### config.mk
export PLATFORM = sky130hd
export DESIGN_NAME = liord_decoder
export DESIGN_NICKNAME = d
export VERILOG_FILES = /design/src/liord_pkg.sv /design/src/liord_sync.sv /design/src/liord_range_match.sv /design/src/liord_decoder.sv
export VERILOG_INCLUDE_DIRS = /design/src /design/src/src
export SDC_FILE = /design/constraint.sdc
export NUM_CORES = 1
export LEC_CHECK = 0
export BUFFER_PORTS_ARGS = -buffer_cell sky130_fd_sc_hd__buf_2
export CAP_MARGIN = 20
export CORE_MARGIN = 2
export CORE_UTILIZATION = 58
export CTS_CLUSTER_DIAMETER = 100
export DETAILED_ROUTE_END_ITERATION = 6
export GPL_ROUTABILITY_DRIVEN = 1
export PLACE_DENSITY = 0.84
export SYNTH_ARGS = -nofsm -noshare
export SYNTH_HDL_FRONTEND = slang
export SYNTH_SLANG_ARGS = --single-unit
### constraint.sdc
create_clock -name SYS_CLK -period 4 [get_ports SYS_CLK]
set_input_delay 0.2 -clock SYS_CLK [delete_from_list [all_inputs] [get_ports SYS_CLK]]
set_output_delay 0.2 -clock SYS_CLK [all_outputs]
set_load 0.02 [all_outputs]
### src/liord_params.svh
`ifndef LIORD_PARAMS_SVH
`define LIORD_PARAMS_SVH
`define LIORD_OFS_RES_B 8'h60
`define LIORD_OFS_RES_C 8'h64
`define LIORD_OFS_RES_E 8'h68
`define LIORD_RST_RES_B 32'h00000000
`define LIORD_RST_RES_C 32'h00000000
`define LIORD_RST_RES_E 24'h000000
`define LIORD_WMASK_RES_B 32'hF7FFFFFF
`define LIORD_WMASK_RES_C 32'hFFEFFFFF
`define LIORD_WMASK_RES_E 24'h1FFFFF
`define LIORD_B_JOY_FWD 31
`define LIORD_B_KBD_FWD 30
`define LIORD_B_FDC_FWD 29
`define LIORD_B_FDC_SEL 28
`define LIORD_B_LPT_SEL_LSB 25
`define LIORD_B_SND_FWD 24
`define LIORD_B_MUS_FWD 20
`define LIORD_GEN_CS 23
`define LIORD_GEN_FWD 22
`define LIORD_GEN_MON 21
`define LIORD_GEN_MASK_LSB 16
`define LIORD_E_MON 20
`define LIORD_C_SERB_FWD 31
`define LIORD_C_SERB_SEL_LSB 28
`define LIORD_C_SERA_FWD 27
`define LIORD_C_SERA_SEL_LSB 24
`define LIORD_CMD_IO_RD 4'h2
`define LIORD_CMD_IO_WR 4'h3
`define LIORD_PIN_RST 22'h3F0000
`define LIORD_JOY_LO 16'h0200
`define LIORD_JOY_HI 16'h0207
`define LIORD_KBD_DATA 16'h0060
`define LIORD_KBD_CMD 16'h0064
`define LIORD_FDC_PRI_LO 16'h03F0
`define LIORD_FDC_PRI_HI 16'h03F5
`define LIORD_FDC_PRI_X 16'h03F7
`define LIORD_FDC_SEC_LO 16'h0370
`define LIORD_FDC_SEC_HI 16'h0375
`define LIORD_FDC_SEC_X 16'h0377
`define LIORD_LPT0_LO 16'h03BC
`define LIORD_LPT0_HI 16'h03BF
`define LIORD_LPT0_XLO 16'h07BC
`define LIORD_LPT0_XHI 16'h07BE
`define LIORD_LPT1_LO 16'h0378
`define LIORD_LPT1_HI 16'h037F
`define LIORD_LPT1_XLO 16'h0778
`define LIORD_LPT1_XHI 16'h077A
`define LIORD_LPT2_LO 16'h0278
`define LIORD_LPT2_HI 16'h027F
`define LIORD_LPT2_XLO 16'h0678
`define LIORD_LPT2_XHI 16'h067A
`define LIORD_SND_BASE0 16'h0530
`define LIORD_SND_BASE1 16'h0604
`define LIORD_SND_BASE2 16'h0E80
`define LIORD_SND_BASE3 16'h0F40
`define LIORD_MUS_BASE0 16'h0300
`define LIORD_MUS_BASE1 16'h0310
`define LIORD_MUS_BASE2 16'h0320
`define LIORD_MUS_BASE3 16'h0330
`define LIORD_SER_BASE0 16'h03F8
`define LIORD_SER_BASE1 16'h02F8
`define LIORD_SER_BASE2 16'h0220
`define LIORD_SER_BASE3 16'h0228
`define LIORD_SER_BASE4 16'h0238
`define LIORD_SER_BASE5 16'h02E8
`define LIORD_SER_BASE6 16'h0338
`define LIORD_SER_BASE7 16'h03E8
`define LIORD_LAST8 16'h0007
`define LIORD_LAST4 16'h0003
`endif

### src/liord_pkg.sv
package liord_pkg;
    typedef enum logic [1:0] {LIORD_IDLE, LIORD_ADDR, LIORD_BUSY} liord_phase_t;
    typedef enum logic [3:0] {
        LIORD_TGT_NONE, LIORD_TGT_JOYSTICK, LIORD_TGT_KEYBOARD, LIORD_TGT_FLOPPY,
        LIORD_TGT_PARALLEL, LIORD_TGT_SOUND, LIORD_TGT_MUSIC, LIORD_TGT_SERIAL_A,
        LIORD_TGT_SERIAL_B, LIORD_TGT_GENERIC_A, LIORD_TGT_GENERIC_B, LIORD_TGT_GENERIC_C
    } liord_target_t;
    typedef struct packed {
        logic [31:0] res_b;
        logic [31:0] res_c;
        logic [23:0] res_e;
        logic [31:0] rdata;
        logic ack;
        logic frame_prev;
        liord_phase_t phase;
        logic claim;
        liord_target_t target;
        logic cs_a_n;
        logic cs_b_n;
    } liord_state_t;
endpackage

### src/liord_sync.sv
`timescale 1ns/1ps
`default_nettype none
module liord_sync #(
    parameter int W = 1,
    parameter logic [W-1:0] RST_VAL = '0
) (
    input wire logic clk,
    input wire logic rst_n,
    input wire logic [W-1:0] din,
    output logic [W-1:0] dout
);
    typedef struct packed {
        logic [W-1:0] s1;
        logic [W-1:0] s2;
        logic [W-1:0] s3;
        logic [W-1:0] q;
    } liord_sync_state_t;

    liord_sync_state_t st_ff;
    liord_sync_state_t nxt_st;

    // A bit of the output follows only once the second and third stages agree.
    always_comb begin
        nxt_st = st_ff;
        nxt_st.s1 = din;
        nxt_st.s2 = st_ff.s1;
        nxt_st.s3 = st_ff.s2;
        nxt_st.q = (st_ff.s2 & st_ff.s3) | (st_ff.q & (st_ff.s2 | st_ff.s3));
    end

    always_ff @(posedge clk or negedge rst_n) begin
        if (!rst_n) begin
            st_ff.s1 <= RST_VAL;
            st_ff.s2 <= RST_VAL;
            st_ff.s3 <= RST_VAL;
            st_ff.q <= RST_VAL;
        end else begin
            st_ff <= nxt_st;
        end
    end

    assign dout = st_ff.q;
endmodule
`default_nettype wire

### src/liord_range_match.sv
`timescale 1ns/1ps
`default_nettype none
module liord_range_match (
    input wire logic [15:0] addr,
    input wire logic [15:0] base,
    input wire logic [3:0] mask,
    output logic hit
);
    // Upper bits compare exactly; a set mask bit drops that low bit from the compare.
    assign hit = (addr[15:4] == base[15:4]) && (((addr[3:0] ^ base[3:0]) & ~mask) == 4'h0);
endmodule
`default_nettype wire

### src/liord_decoder.sv
`timescale 1ns/1ps
`default_nettype none
`include "liord_params.svh"
module liord_decoder #(
    parameter logic [15:0] EC_DATA_PORT = 16'h0062,
    parameter logic [15:0] EC_CMD_PORT = 16'h0066
) (
    input wire logic SYS_CLK,
    input wire logic NRST,
    input wire logic PCI_FRAME_N,
    input wire logic PCI_IRDY_N,
    input wire logic [3:0] PCI_CBE_N,
    input wire logic [15:0] PCI_AD,
    input wire logic CFG_SEL,
    input wire logic CFG_WR,
    input wire logic [7:0] CFG_ADDR,
    input wire logic [3:0] CFG_BE,
    input wire logic [31:0] CFG_WDATA,
    output logic [31:0] CFG_RDATA,
    output logic CFG_ACK,
    input wire logic JOYSTICK_DECODE_ENABLE,
    input wire logic KEYBOARD_DECODE_ENABLE,
    input wire logic FLOPPY_MONITOR_ENABLE,
    input wire logic PARALLEL_MONITOR_ENABLE,
    input wire logic PARALLEL_FORWARD_ENABLE,
    input wire logic SOUND_SYSTEM_DECODE_ENABLE,
    input wire logic [1:0] SOUND_SYSTEM_RANGE_SELECT,
    input wire logic MUSIC_PORT_DECODE_ENABLE,
    input wire logic [1:0] MUSIC_PORT_RANGE_SELECT,
    input wire logic EMBEDDED_CTRL_DECODE_ENABLE,
    input wire logic SERIAL_A_MONITOR_ENABLE,
    input wire logic SERIAL_B_MONITOR_ENABLE,
    input wire logic GENERIC_C_FORWARD_ENABLE,
    output logic IO_CLAIM,
    output logic [3:0] IO_TARGET,
    output logic PROG_CHIP_SELECT_A_N,
    output logic PROG_CHIP_SELECT_B_N
);
    liord_pkg::liord_state_t st_ff;
    liord_pkg::liord_state_t nxt_st;

    logic [21:0] pin_q;
    logic frame_n;
    logic irdy_n;
    logic [3:0] cbe_n;
    logic [15:0] adr;
    logic gen_a_match;
    logic gen_b_match;
    logic gen_c_match;
    logic [31:0] res_b;
    logic [31:0] res_c;
    logic [23:0] res_e;

    function automatic logic win(input logic [15:0] a, input logic [15:0] lo,
                                 input logic [15:0] hi);
        win = (a >= lo) && (a <= hi);
    endfunction

    function automatic logic blk(input logic [15:0] a, input logic [15:0] base,
                                 input logic [15:0] last);
        logic [15:0] top;
        top = base + last;
        blk = (a >= base) && (a <= top);
    endfunction

    function automatic logic [15:0] ser_base(input logic [2:0] sel);
        case (sel)
            3'h0: ser_base = `LIORD_SER_BASE0;
            3'h1: ser_base = `LIORD_SER_BASE1;
            3'h2: ser_base = `LIORD_SER_BASE2;
            3'h3: ser_base = `LIORD_SER_BASE3;
            3'h4: ser_base = `LIORD_SER_BASE4;
            3'h5: ser_base = `LIORD_SER_BASE5;
            3'h6: ser_base = `LIORD_SER_BASE6;
            default: ser_base = `LIORD_SER_BASE7;
        endcase
    endfunction

    function automatic logic [15:0] snd_base(input logic [1:0] sel);
        case (sel)
            2'h0: snd_base = `LIORD_SND_BASE0;
            2'h1: snd_base = `LIORD_SND_BASE1;
            2'h2: snd_base = `LIORD_SND_BASE2;
            default: snd_base = `LIORD_SND_BASE3;
        endcase
    endfunction

    function automatic logic [15:0] mus_base(input logic [1:0] sel);
        case (sel)
            2'h0: mus_base = `LIORD_MUS_BASE0;
            2'h1: mus_base = `LIORD_MUS_BASE1;
            2'h2: mus_base = `LIORD_MUS_BASE2;
            default: mus_base = `LIORD_MUS_BASE3;
        endcase
    endfunction

    function automatic logic lpt_match(input logic [15:0] a, input logic [1:0] sel);
        case (sel)
            2'h0: lpt_match = win(a, `LIORD_LPT0_LO, `LIORD_LPT0_HI) ||
                              win(a, `LIORD_LPT0_XLO, `LIORD_LPT0_XHI);
            2'h1: lpt_match = win(a, `LIORD_LPT1_LO, `LIORD_LPT1_HI) ||
                              win(a, `LIORD_LPT1_XLO, `LIORD_LPT1_XHI);
            2'h2: lpt_match = win(a, `LIORD_LPT2_LO, `LIORD_LPT2_HI) ||
                              win(a, `LIORD_LPT2_XLO, `LIORD_LPT2_XHI);
            default: lpt_match = 1'b0;
        endcase
    endfunction

    function automatic logic fdc_match(input logic [15:0] a, input logic secondary);
        if (secondary) begin
            fdc_match = win(a, `LIORD_FDC_SEC_LO, `LIORD_FDC_SEC_HI) ||
                        (a == `LIORD_FDC_SEC_X);
        end else begin
            fdc_match = win(a, `LIORD_FDC_PRI_LO, `LIORD_FDC_PRI_HI) ||
                        (a == `LIORD_FDC_PRI_X);
        end
    endfunction

    // Bus pins come from the PCI clock domain and are filtered before use.
    liord_sync #(
        .W(22),
        .RST_VAL(`LIORD_PIN_RST)
    ) u_pin_sync (
        .clk(SYS_CLK),
        .rst_n(NRST),
        .din({PCI_FRAME_N, PCI_IRDY_N, PCI_CBE_N, PCI_AD}),
        .dout(pin_q)
    );

    assign frame_n = pin_q[21];
    assign irdy_n = pin_q[20];
    assign cbe_n = pin_q[19:16];
    assign adr = pin_q[15:0];
    assign res_b = st_ff.res_b;
    assign res_c = st_ff.res_c;
    assign res_e = st_ff.res_e;

    liord_range_match u_gen_a (
        .addr(adr),
        .base(res_b[15:0]),
        .mask(res_b[`LIORD_GEN_MASK_LSB +: 4]),
        .hit(gen_a_match)
    );

    liord_range_match u_gen_b (
        .addr(adr),
        .base(res_c[15:0]),
        .mask(res_c[`LIORD_GEN_MASK_LSB +: 4]),
        .hit(gen_b_match)
    );

    liord_range_match u_gen_c (
        .addr(adr),
        .base(res_e[15:0]),
        .mask(res_e[`LIORD_GEN_MASK_LSB +: 4]),
        .hit(gen_c_match)
    );

    always_comb begin
        logic [31:0] bm;
        logic io_cmd;
        logic joy_hit;
        logic kbd_hit;
        logic fdc_hit;
        logic lpt_hit;
        logic snd_hit;
        logic mus_hit;
        logic ser_a_hit;
        logic ser_b_hit;
        logic gen_a_io;
        logic ec_io;
        logic gen_a_hit;
        logic gen_b_io;
        logic gen_b_hit;
        logic gen_c_hit;
        logic cs_a;
        logic cs_b;
        liord_pkg::liord_target_t tgt;
        bm = {{8{CFG_BE[3]}}, {8{CFG_BE[2]}}, {8{CFG_BE[1]}}, {8{CFG_BE[0]}}};
        io_cmd = (cbe_n == `LIORD_CMD_IO_RD) || (cbe_n == `LIORD_CMD_IO_WR);
        joy_hit = res_b[`LIORD_B_JOY_FWD] && JOYSTICK_DECODE_ENABLE &&
                  win(adr, `LIORD_JOY_LO, `LIORD_JOY_HI);
        kbd_hit = res_b[`LIORD_B_KBD_FWD] && KEYBOARD_DECODE_ENABLE &&
                  ((adr == `LIORD_KBD_DATA) || (adr == `LIORD_KBD_CMD));
        fdc_hit = res_b[`LIORD_B_FDC_FWD] && FLOPPY_MONITOR_ENABLE &&
                  fdc_match(adr, res_b[`LIORD_B_FDC_SEL]);
        lpt_hit = PARALLEL_FORWARD_ENABLE && PARALLEL_MONITOR_ENABLE &&
                  lpt_match(adr, res_b[`LIORD_B_LPT_SEL_LSB +: 2]);
        snd_hit = res_b[`LIORD_B_SND_FWD] && SOUND_SYSTEM_DECODE_ENABLE &&
                  blk(adr, snd_base(SOUND_SYSTEM_RANGE_SELECT), `LIORD_LAST8);
        mus_hit = res_b[`LIORD_B_MUS_FWD] && MUSIC_PORT_DECODE_ENABLE &&
                  blk(adr, mus_base(MUSIC_PORT_RANGE_SELECT), `LIORD_LAST4);
        ser_b_hit = res_c[`LIORD_C_SERB_FWD] && SERIAL_B_MONITOR_ENABLE &&
                    blk(adr, ser_base(res_c[`LIORD_C_SERB_SEL_LSB +: 3]), `LIORD_LAST8);
        ser_a_hit = res_c[`LIORD_C_SERA_FWD] && SERIAL_A_MONITOR_ENABLE &&
                    blk(adr, ser_base(res_c[`LIORD_C_SERA_SEL_LSB +: 3]), `LIORD_LAST8);
        gen_a_io = res_b[`LIORD_GEN_MON] && gen_a_match;
        ec_io = EMBEDDED_CTRL_DECODE_ENABLE && ((adr == EC_DATA_PORT) || (adr == EC_CMD_PORT));
        gen_a_hit = res_b[`LIORD_GEN_FWD] && (gen_a_io || ec_io);
        cs_a = res_b[`LIORD_GEN_CS] && res_b[`LIORD_GEN_FWD] && gen_a_io;
        gen_b_io = res_c[`LIORD_GEN_MON] && gen_b_match;
        gen_b_hit = res_c[`LIORD_GEN_FWD] && gen_b_io;
        cs_b = res_c[`LIORD_GEN_CS] && res_c[`LIORD_GEN_FWD] && gen_b_io;
        gen_c_hit = GENERIC_C_FORWARD_ENABLE && res_e[`LIORD_E_MON] && gen_c_match;
        if (joy_hit) begin
            tgt = liord_pkg::LIORD_TGT_JOYSTICK;
        end else if (kbd_hit) begin
            tgt = liord_pkg::LIORD_TGT_KEYBOARD;
        end else if (fdc_hit) begin
            tgt = liord_pkg::LIORD_TGT_FLOPPY;
        end else if (lpt_hit) begin
            tgt = liord_pkg::LIORD_TGT_PARALLEL;
        end else if (snd_hit) begin
            tgt = liord_pkg::LIORD_TGT_SOUND;
        end else if (mus_hit) begin
            tgt = liord_pkg::LIORD_TGT_MUSIC;
        end else if (ser_a_hit) begin
            tgt = liord_pkg::LIORD_TGT_SERIAL_A;
        end else if (ser_b_hit) begin
            tgt = liord_pkg::LIORD_TGT_SERIAL_B;
        end else if (gen_a_hit) begin
            tgt = liord_pkg::LIORD_TGT_GENERIC_A;
        end else if (gen_b_hit) begin
            tgt = liord_pkg::LIORD_TGT_GENERIC_B;
        end else if (gen_c_hit) begin
            tgt = liord_pkg::LIORD_TGT_GENERIC_C;
        end else begin
            tgt = liord_pkg::LIORD_TGT_NONE;
        end

        nxt_st = st_ff;
        nxt_st.ack = 1'b0;
        nxt_st.frame_prev = frame_n;
        if (CFG_SEL) begin
            nxt_st.ack = 1'b1;
            nxt_st.rdata = 32'h00000000;
            if (CFG_WR) begin
                case (CFG_ADDR)
                    `LIORD_OFS_RES_B: begin
                        nxt_st.res_b = (res_b & ~(bm & `LIORD_WMASK_RES_B)) |
                                       (CFG_WDATA & bm & `LIORD_WMASK_RES_B);
                    end
                    `LIORD_OFS_RES_C: begin
                        nxt_st.res_c = (res_c & ~(bm & `LIORD_WMASK_RES_C)) |
                                       (CFG_WDATA & bm & `LIORD_WMASK_RES_C);
                    end
                    `LIORD_OFS_RES_E: begin
                        nxt_st.res_e = (res_e & ~(bm[23:0] & `LIORD_WMASK_RES_E)) |
                                       (CFG_WDATA[23:0] & bm[23:0] & `LIORD_WMASK_RES_E);
                    end
                    default: begin
                    end
                endcase
            end else begin
                case (CFG_ADDR)
                    `LIORD_OFS_RES_B: nxt_st.rdata = res_b;
                    `LIORD_OFS_RES_C: nxt_st.rdata = res_c;
                    `LIORD_OFS_RES_E: nxt_st.rdata = {8'h00, res_e};
                    default: nxt_st.rdata = 32'h00000000;
                endcase
            end
        end

        // decode one cycle after the frame falls, so the address has settled.
        case (st_ff.phase)
            liord_pkg::LIORD_IDLE: begin
                if (st_ff.frame_prev && !frame_n) begin
                    nxt_st.phase = liord_pkg::LIORD_ADDR;
                end
            end
            liord_pkg::LIORD_ADDR: begin
                if (io_cmd && (tgt != liord_pkg::LIORD_TGT_NONE)) begin
                    nxt_st.claim = 1'b1;
                    nxt_st.target = tgt;
                    nxt_st.cs_a_n = !cs_a;
                    nxt_st.cs_b_n = !cs_b;
                    nxt_st.phase = liord_pkg::LIORD_BUSY;
                end else begin
                    nxt_st.phase = liord_pkg::LIORD_IDLE;
                end
            end
            liord_pkg::LIORD_BUSY: begin
                if (frame_n && irdy_n) begin
                    nxt_st.claim = 1'b0;
                    nxt_st.target = liord_pkg::LIORD_TGT_NONE;
                    nxt_st.cs_a_n = 1'b1;
                    nxt_st.cs_b_n = 1'b1;
                    nxt_st.phase = liord_pkg::LIORD_IDLE;
                end
            end
            default: begin
                nxt_st.phase = liord_pkg::LIORD_IDLE;
            end
        endcase
    end

    always_ff @(posedge SYS_CLK or negedge NRST) begin
        if (!NRST) begin
            st_ff.res_b <= `LIORD_RST_RES_B;
            st_ff.res_c <= `LIORD_RST_RES_C;
            st_ff.res_e <= `LIORD_RST_RES_E;
            st_ff.rdata <= 32'h00000000;
            st_ff.ack <= 1'b0;
            st_ff.frame_prev <= 1'b1;
            st_ff.phase <= liord_pkg::LIORD_IDLE;
            st_ff.claim <= 1'b0;
            st_ff.target <= liord_pkg::LIORD_TGT_NONE;
            st_ff.cs_a_n <= 1'b1;
            st_ff.cs_b_n <= 1'b1;
        end else begin
            st_ff <= nxt_st;
        end
    end

    assign CFG_RDATA = st_ff.rdata;
    assign CFG_ACK = st_ff.ack;
    assign IO_CLAIM = st_ff.claim;
    assign IO_TARGET = st_ff.target;
    assign PROG_CHIP_SELECT_A_N = st_ff.cs_a_n;
    assign PROG_CHIP_SELECT_B_N = st_ff.cs_b_n;
endmodule
`default_nettype wire

* Word-level counts from Yosys, hierarchy flattened
Index checks and enable logic that the tools add are counted.
** Operators by class
- $add $sub $neg :: 4
- Multipliers :: 0
- Divide/modulo/power cells :: 0
- Order comparisons :: 26
- Eq/ne operators :: 37
- Shift-type cells :: 0
- Muxes and demuxes :: 26
- Bitwise logic cells :: 24
- Reduce and logical (&&, ||, !) cells :: 74
** Operator list (number)
- $pmux W9 S7 :: 2
- $and A32 B32 Y32 :: 3
- $ge A16 B10 Y1 const B :: 6
- $le A16 B10 Y1 const B :: 6
- $pmux W32 S3 :: 1
- $eq A16 B7 Y1 const B :: 4
- $ge A16 B16 Y1 :: 4
- $le A16 B16 Y1 :: 4
- $not A32 Y32 :: 2
- $or A32 B32 Y32 :: 2
- $add A16 B3 Y16 const B :: 3
- $ge A16 B11 Y1 const B :: 3
- $le A16 B11 Y1 const B :: 3
- $logic_and A1 B1 Y1 :: 46
- $and A22 B22 Y22 :: 2
- $mux W4 :: 11
- $or A22 B22 Y22 :: 2
- $eq A12 B12 Y1 :: 3
- $pmux W12 S3 :: 1
- $eq A16 B10 Y1 const B :: 2
- $mux W32 :: 1
- $and A24 B24 Y24 :: 1
- $eq A8 B7 Y1 const B :: 3
- $not A21 Y24 :: 1
- 30 further kinds :: 75
** Storage, ports and cells
- Flip-flop bits (word level) :: 219
- Bits in latches :: 0
- Bits in writable memories :: 0
- Memory bits (read-only) :: 0
- Input bits :: 85
- Output and inout port bits :: 40
- Word-level logic and storage cells :: 206
- Memories kept :: 0

* Longest topological paths before layout
- Depth after elaboration :: 20
- Gate-level depth with buffers :: 12
- Mapped depth without buffers :: 12

* By module
From an unflattened synthesis, not the netlist that was laid out.
** Second synthesis, totals
- Cells, all modules :: 839
- Area, all modules :: 10050.9 µm²
** Modules (own cells, without submodules)
- liord_decoder :: instances 1, cells each 638, area an instance 6861.6 µm², sequential area each 3156.8 µm²
- liord_sync :: instances 1, cells each 132, area an instance 2645.0 µm², sequential area each 2232.1 µm²
- liord_range_match :: instances 3, cells each 23, area an instance 181.4 µm², sequential area each 0.0 µm²

* Least setup slack after synthesis
No wires, ideal clock.
- Path kind :: reg-to-reg
- Start :: reg u_pin_sync.st_ff (netlist bit u_pin_sync.dout[3])
- End :: reg st_ff (netlist bit PROG_CHIP_SELECT_B_N)
- Library setup time :: 0.093 ns
- Arrival :: 3.025 ns
- Data required time :: 3.907 ns
- Path slack :: 0.882 ns
- Cell stages (with the launch flop) :: 12
- Buffers on the path :: 1
- Clock period less this slack :: 3.118 ns
- Cells stage by stage :: dfrtp_1 -> clkbuf_1 -> inv_1 -> ha_1 -> or4b_2 -> a21oi_1 -> nor2_1 -> or4_4 -> a41oi_4 -> and3b_1 -> and3_1 -> a31oi_1
** On the way
- Word-level cells in the longest chain between the ends :: 20
- Elaborated cells between the ends (all ways) :: 100
- Classes of those cells :: order compare (26); eq/ne (7); mux (15); bitwise (6); reduce/logical (46)
** Ends and longest elaborated chain
- start: declaration :: line liord_sync.sv:19 : liord_sync_state_t st_ff;
- start signal: assignment :: line liord_sync.sv:38 : st_ff <= nxt_st;
- $xor A4 B4 Y4 :: line liord_range_match.sv:10 : assign hit = (addr[15:4] == base[15:4]) && (((addr[3:0] ^ base[3:0]) & ~mask) == 4'h0);
- $and A4 B4 Y4 :: line liord_range_match.sv:10
- $logic_not A4 Y1 :: line liord_range_match.sv:10
- $logic_and A1 B1 Y1 :: line liord_range_match.sv:10
- $logic_and A1 B1 Y1, on equally long branches :: line liord_decoder.sv:204, liord_decoder.sv:197, liord_decoder.sv:201
- $mux W4, or another cell as far along :: line liord_decoder.sv:225 : end else if (gen_c_hit) begin
- $mux W4 or $logic_and A1 B1 Y1 (tied branches) :: line liord_decoder.sv:223, liord_decoder.sv:199
- $mux W4 :: line liord_decoder.sv:221 : end else if (gen_a_hit) begin
- [... 4 more ...]
- $mux W4 :: line liord_decoder.sv:211 : end else if (lpt_hit) begin
- $mux W4 :: line liord_decoder.sv:209 : end else if (fdc_hit) begin
- $mux W4 :: line liord_decoder.sv:207 : end else if (kbd_hit) begin
- $mux W4 :: line liord_decoder.sv:205 : if (joy_hit) begin
- $reduce_bool A4 Y1 :: line liord_decoder.sv:272 : if (io_cmd && (tgt != liord_pkg::LIORD_TGT_NONE)) begin
- $logic_and A1 B1 Y1 :: line liord_decoder.sv:272
- $ne A2 B2 Y1 (no line)
- $reduce_and A3 Y1 (no line)
- end signal: assignment :: line liord_decoder.sv:311 : st_ff <= nxt_st;
- end: declaration :: line liord_decoder.sv:39 : liord_pkg::liord_state_t st_ff;
Several ways; a longest one is shown, not always the timed one. The select of a mux whose other input is x is not followed.
A chain may end at the register's enable or synchronous reset.

==> metrics <==
Inst Count DP 1,084; FF-to-FF End IO_CLAIM; total track usage 26.1%; GR Overflow Total 0; RSZ-0062 raised after global routing no; core area 0.0166 mm2; Final nets 1,057; Hold EP CFG_RDATA[27]; leakage power 5.49 nW; ys async rst share 100%; Antenna Nets Post-Route 0; later-pin clock latency in the skew report 510 ps; vias in the first global route 6,924; Tcrit/Tclk final a little under nine tenths; pins over their slew limit 0; Max FO, Critical Path 7; Peak VDD IR 372 uV; Slew @ Worst Pin 1080 ps; Area contributors post-synth dfrtp_1, mux2_2, dfstp_2; Crit path arrival time 3790 ps; post-synth top area share a little under half; Crit path required time 4390 ps; Setup crit end kind flip-flop; Filler cells around 1,200; synth-to-layout area growth 18.9%; CTS max path bufs 3; status complete, no violations; Yosys top cell by area dfrtp_1; net count after synthesis between 900 and 1,000; post_cts resized 0; Unique masters post-synth a little over 70; # port buffers 123; metal2 WL 10.6 mm; Slew HR 27.8%; Die W 134 um; Mapped Area 0.00984 mm2; mean post-synth cell area ~12 um2; Hold Buf Count CTS 55; CTS root buf clkbuf_16; synthesized flop and latch total 210; EDFF count, synth 0; worst clock skew 16.3 ps; First DRT Iteration DRCs 545; die area 0.0180 mm2; effective utilization at floorplan 59.3%; worst hold margin approximately 19 ps; Metal-1 WL 10.1 mm; post-CTS setup buffer count 0; max_cap viols 0; Final Hold Fails 0; Yosys warnings 0; Die Y 134 um; cts bufs inserted 22; vias roughly 7,000; largest net degree at the start of global routing 94; share of cells above drive strength 1 between 30% and 40%; WS Path Type reg -> reg; Final GP Congestion 0.862; initial antenna violation count 1; met3 wire length 2.05 mm; FF/Latch Area 0.00528 mm2; row count 47; final setup TNS 0 ps; hold path startpoint CFG_WR; commonest non-fill, non-tap cells in the layout dfrtp_1, buf_2, mux2_2, dlygate4sd3_1, nor2_1; first-pass GRT wire length 36.9 mm; R2R depth 12; Critical Path Start Type flip-flop; top sig layer met4; WHS Path Cells 3; vias per inst roughly 5.9; Worst Hold Class in -> reg; Detail Placement HPWL 16.1 mm; Power Dens Cells 412 mW/mm2; area of the multi-input gates 0.00405 mm2; Most used DFF post-synth dfrtp_1; First-pass DRT Iterations 5; clock sinks 210; Post-Layout Cell Count 1,180; Seq/Total Area, Yosys between 50 and 60%; num ports 125; max frequency 294 MHz; DRC viols 0; total power between 0.004 and 0.005 W; Routed WL per cell 20.0 um; Syn Inst Count between 800 and 900; CTS tree built; crit path time final 3410 ps; DRT Wirelength roughly 24 mm; clock slew seen by the registers of the worst setup and hold paths approximately 60 ps; H-tree levels 1; final count of negative-setup-slack endpoints 0; commonest non-fill, non-tap cell in the layout dfrtp_1; Reg2Reg Setup Slack a little under 600 ps
==> layout make-up <==
type	count	share of cell area (%)
clock buffer	32	5.47
sequential	210	45.2
antenna	1	0.0214
tap	220	2.35
inverter	21	0.674
timing repair buffer	189	10.8
clock inverter	8	0.888
multi-input combinational	499	34.7
==> logic make-up after synthesis <==
group | count (synthesis) | synth area share, %
simple gates | 177 | 10.1
xor+xnor | 46 | 4.09
mux | 104 | 11.6
flops | 210 | 53.7
fa+ha+maj | 50 | 5.82
compound gates | 122 | 9.41
buf+inv | 94 | 5.21
==> synthesized netlist by cell type (all sizes together), types with 3 or more instances <==
| library cell | instances |
|---|---|
| dfrtp | 187 |
| buf | 43 |
| nand2b | 5 |
| nor3b | 4 |
| dfstp | 23 |
| maj3 | 21 |
| a22oi | 10 |
| nor2 | 39 |
| clkbuf | 30 |
| nor2b | 4 |
| nand4b | 6 |
| mux2i | 20 |
| or4 | 5 |
| nand4 | 16 |
| a2111oi | 4 |
| o211ai | 3 |
| xnor2 | 30 |
| inv | 21 |
| nand2 | 28 |
| o22ai | 3 |
| o2111ai | 3 |
| nor3 | 8 |
| a21oi | 28 |
| and2 | 4 |
| a31oi | 5 |
| a21o | 4 |
| xor2 | 16 |
| o2bb2ai | 30 |
| o21ai | 15 |
| and3 | 9 |
| mux2 | 84 |
| nor4 | 12 |
| nor4b | 4 |
| nand3 | 17 |
| ha | 29 |
| or3 | 5 |
==> through the flow <==
stage | area, um2 | utilization (%) | setup WS, ps
floorplan | 9840 | - | 882
global placement | 10400 | 62.7 | 716
detailed placement | 10400 | 62.7 | 647
CTS | 11700 | 70.5 | 633
global route | 11700 | 70.5 | 433
finish | 11700 | 70.5 | 594
==> routing by layer <==
layer	vias up	global-route usage, %
met5	-	0
met3	64	5.37
met4	0	10.2
li1	3161	-
met1	3438	37.1
met2	339	39.7
==> critical path: stages, from the launching register on <==
cell      delay, ps
dfrtp_1         440
inv_1            90
nand2_1          80
or2_2           320
ha_1            310
or4b_2          590
a21oi_1         160
nor2_1           80
nor4_1          390
a211oi_1        140
o31ai_4         400
nand3_2         130
a21o_1          180
==> where the power goes <==
part	internal, W	switching, W
Sequential	0.00222	0.000106
Clock	0.00124	0.000814
Combinational	0.000203	0.000230
==> worst max-delay path by stage <==
stage                                end                from  cells after the start  slack (ps)
floorplan           PROG_CHIP_SELECT_B_N  u_pin_sync.dout[3]                     11         880
global placement    PROG_CHIP_SELECT_B_N           flip-flop                     12         720
detailed placement              IO_CLAIM           flip-flop                     12         650
CTS                 PROG_CHIP_SELECT_B_N           flip-flop                     12         630
global route                    IO_CLAIM           flip-flop                     12         430
finish                          IO_CLAIM           flip-flop                     12         590
Note: power is estimated with default switching activity, not from simulation.
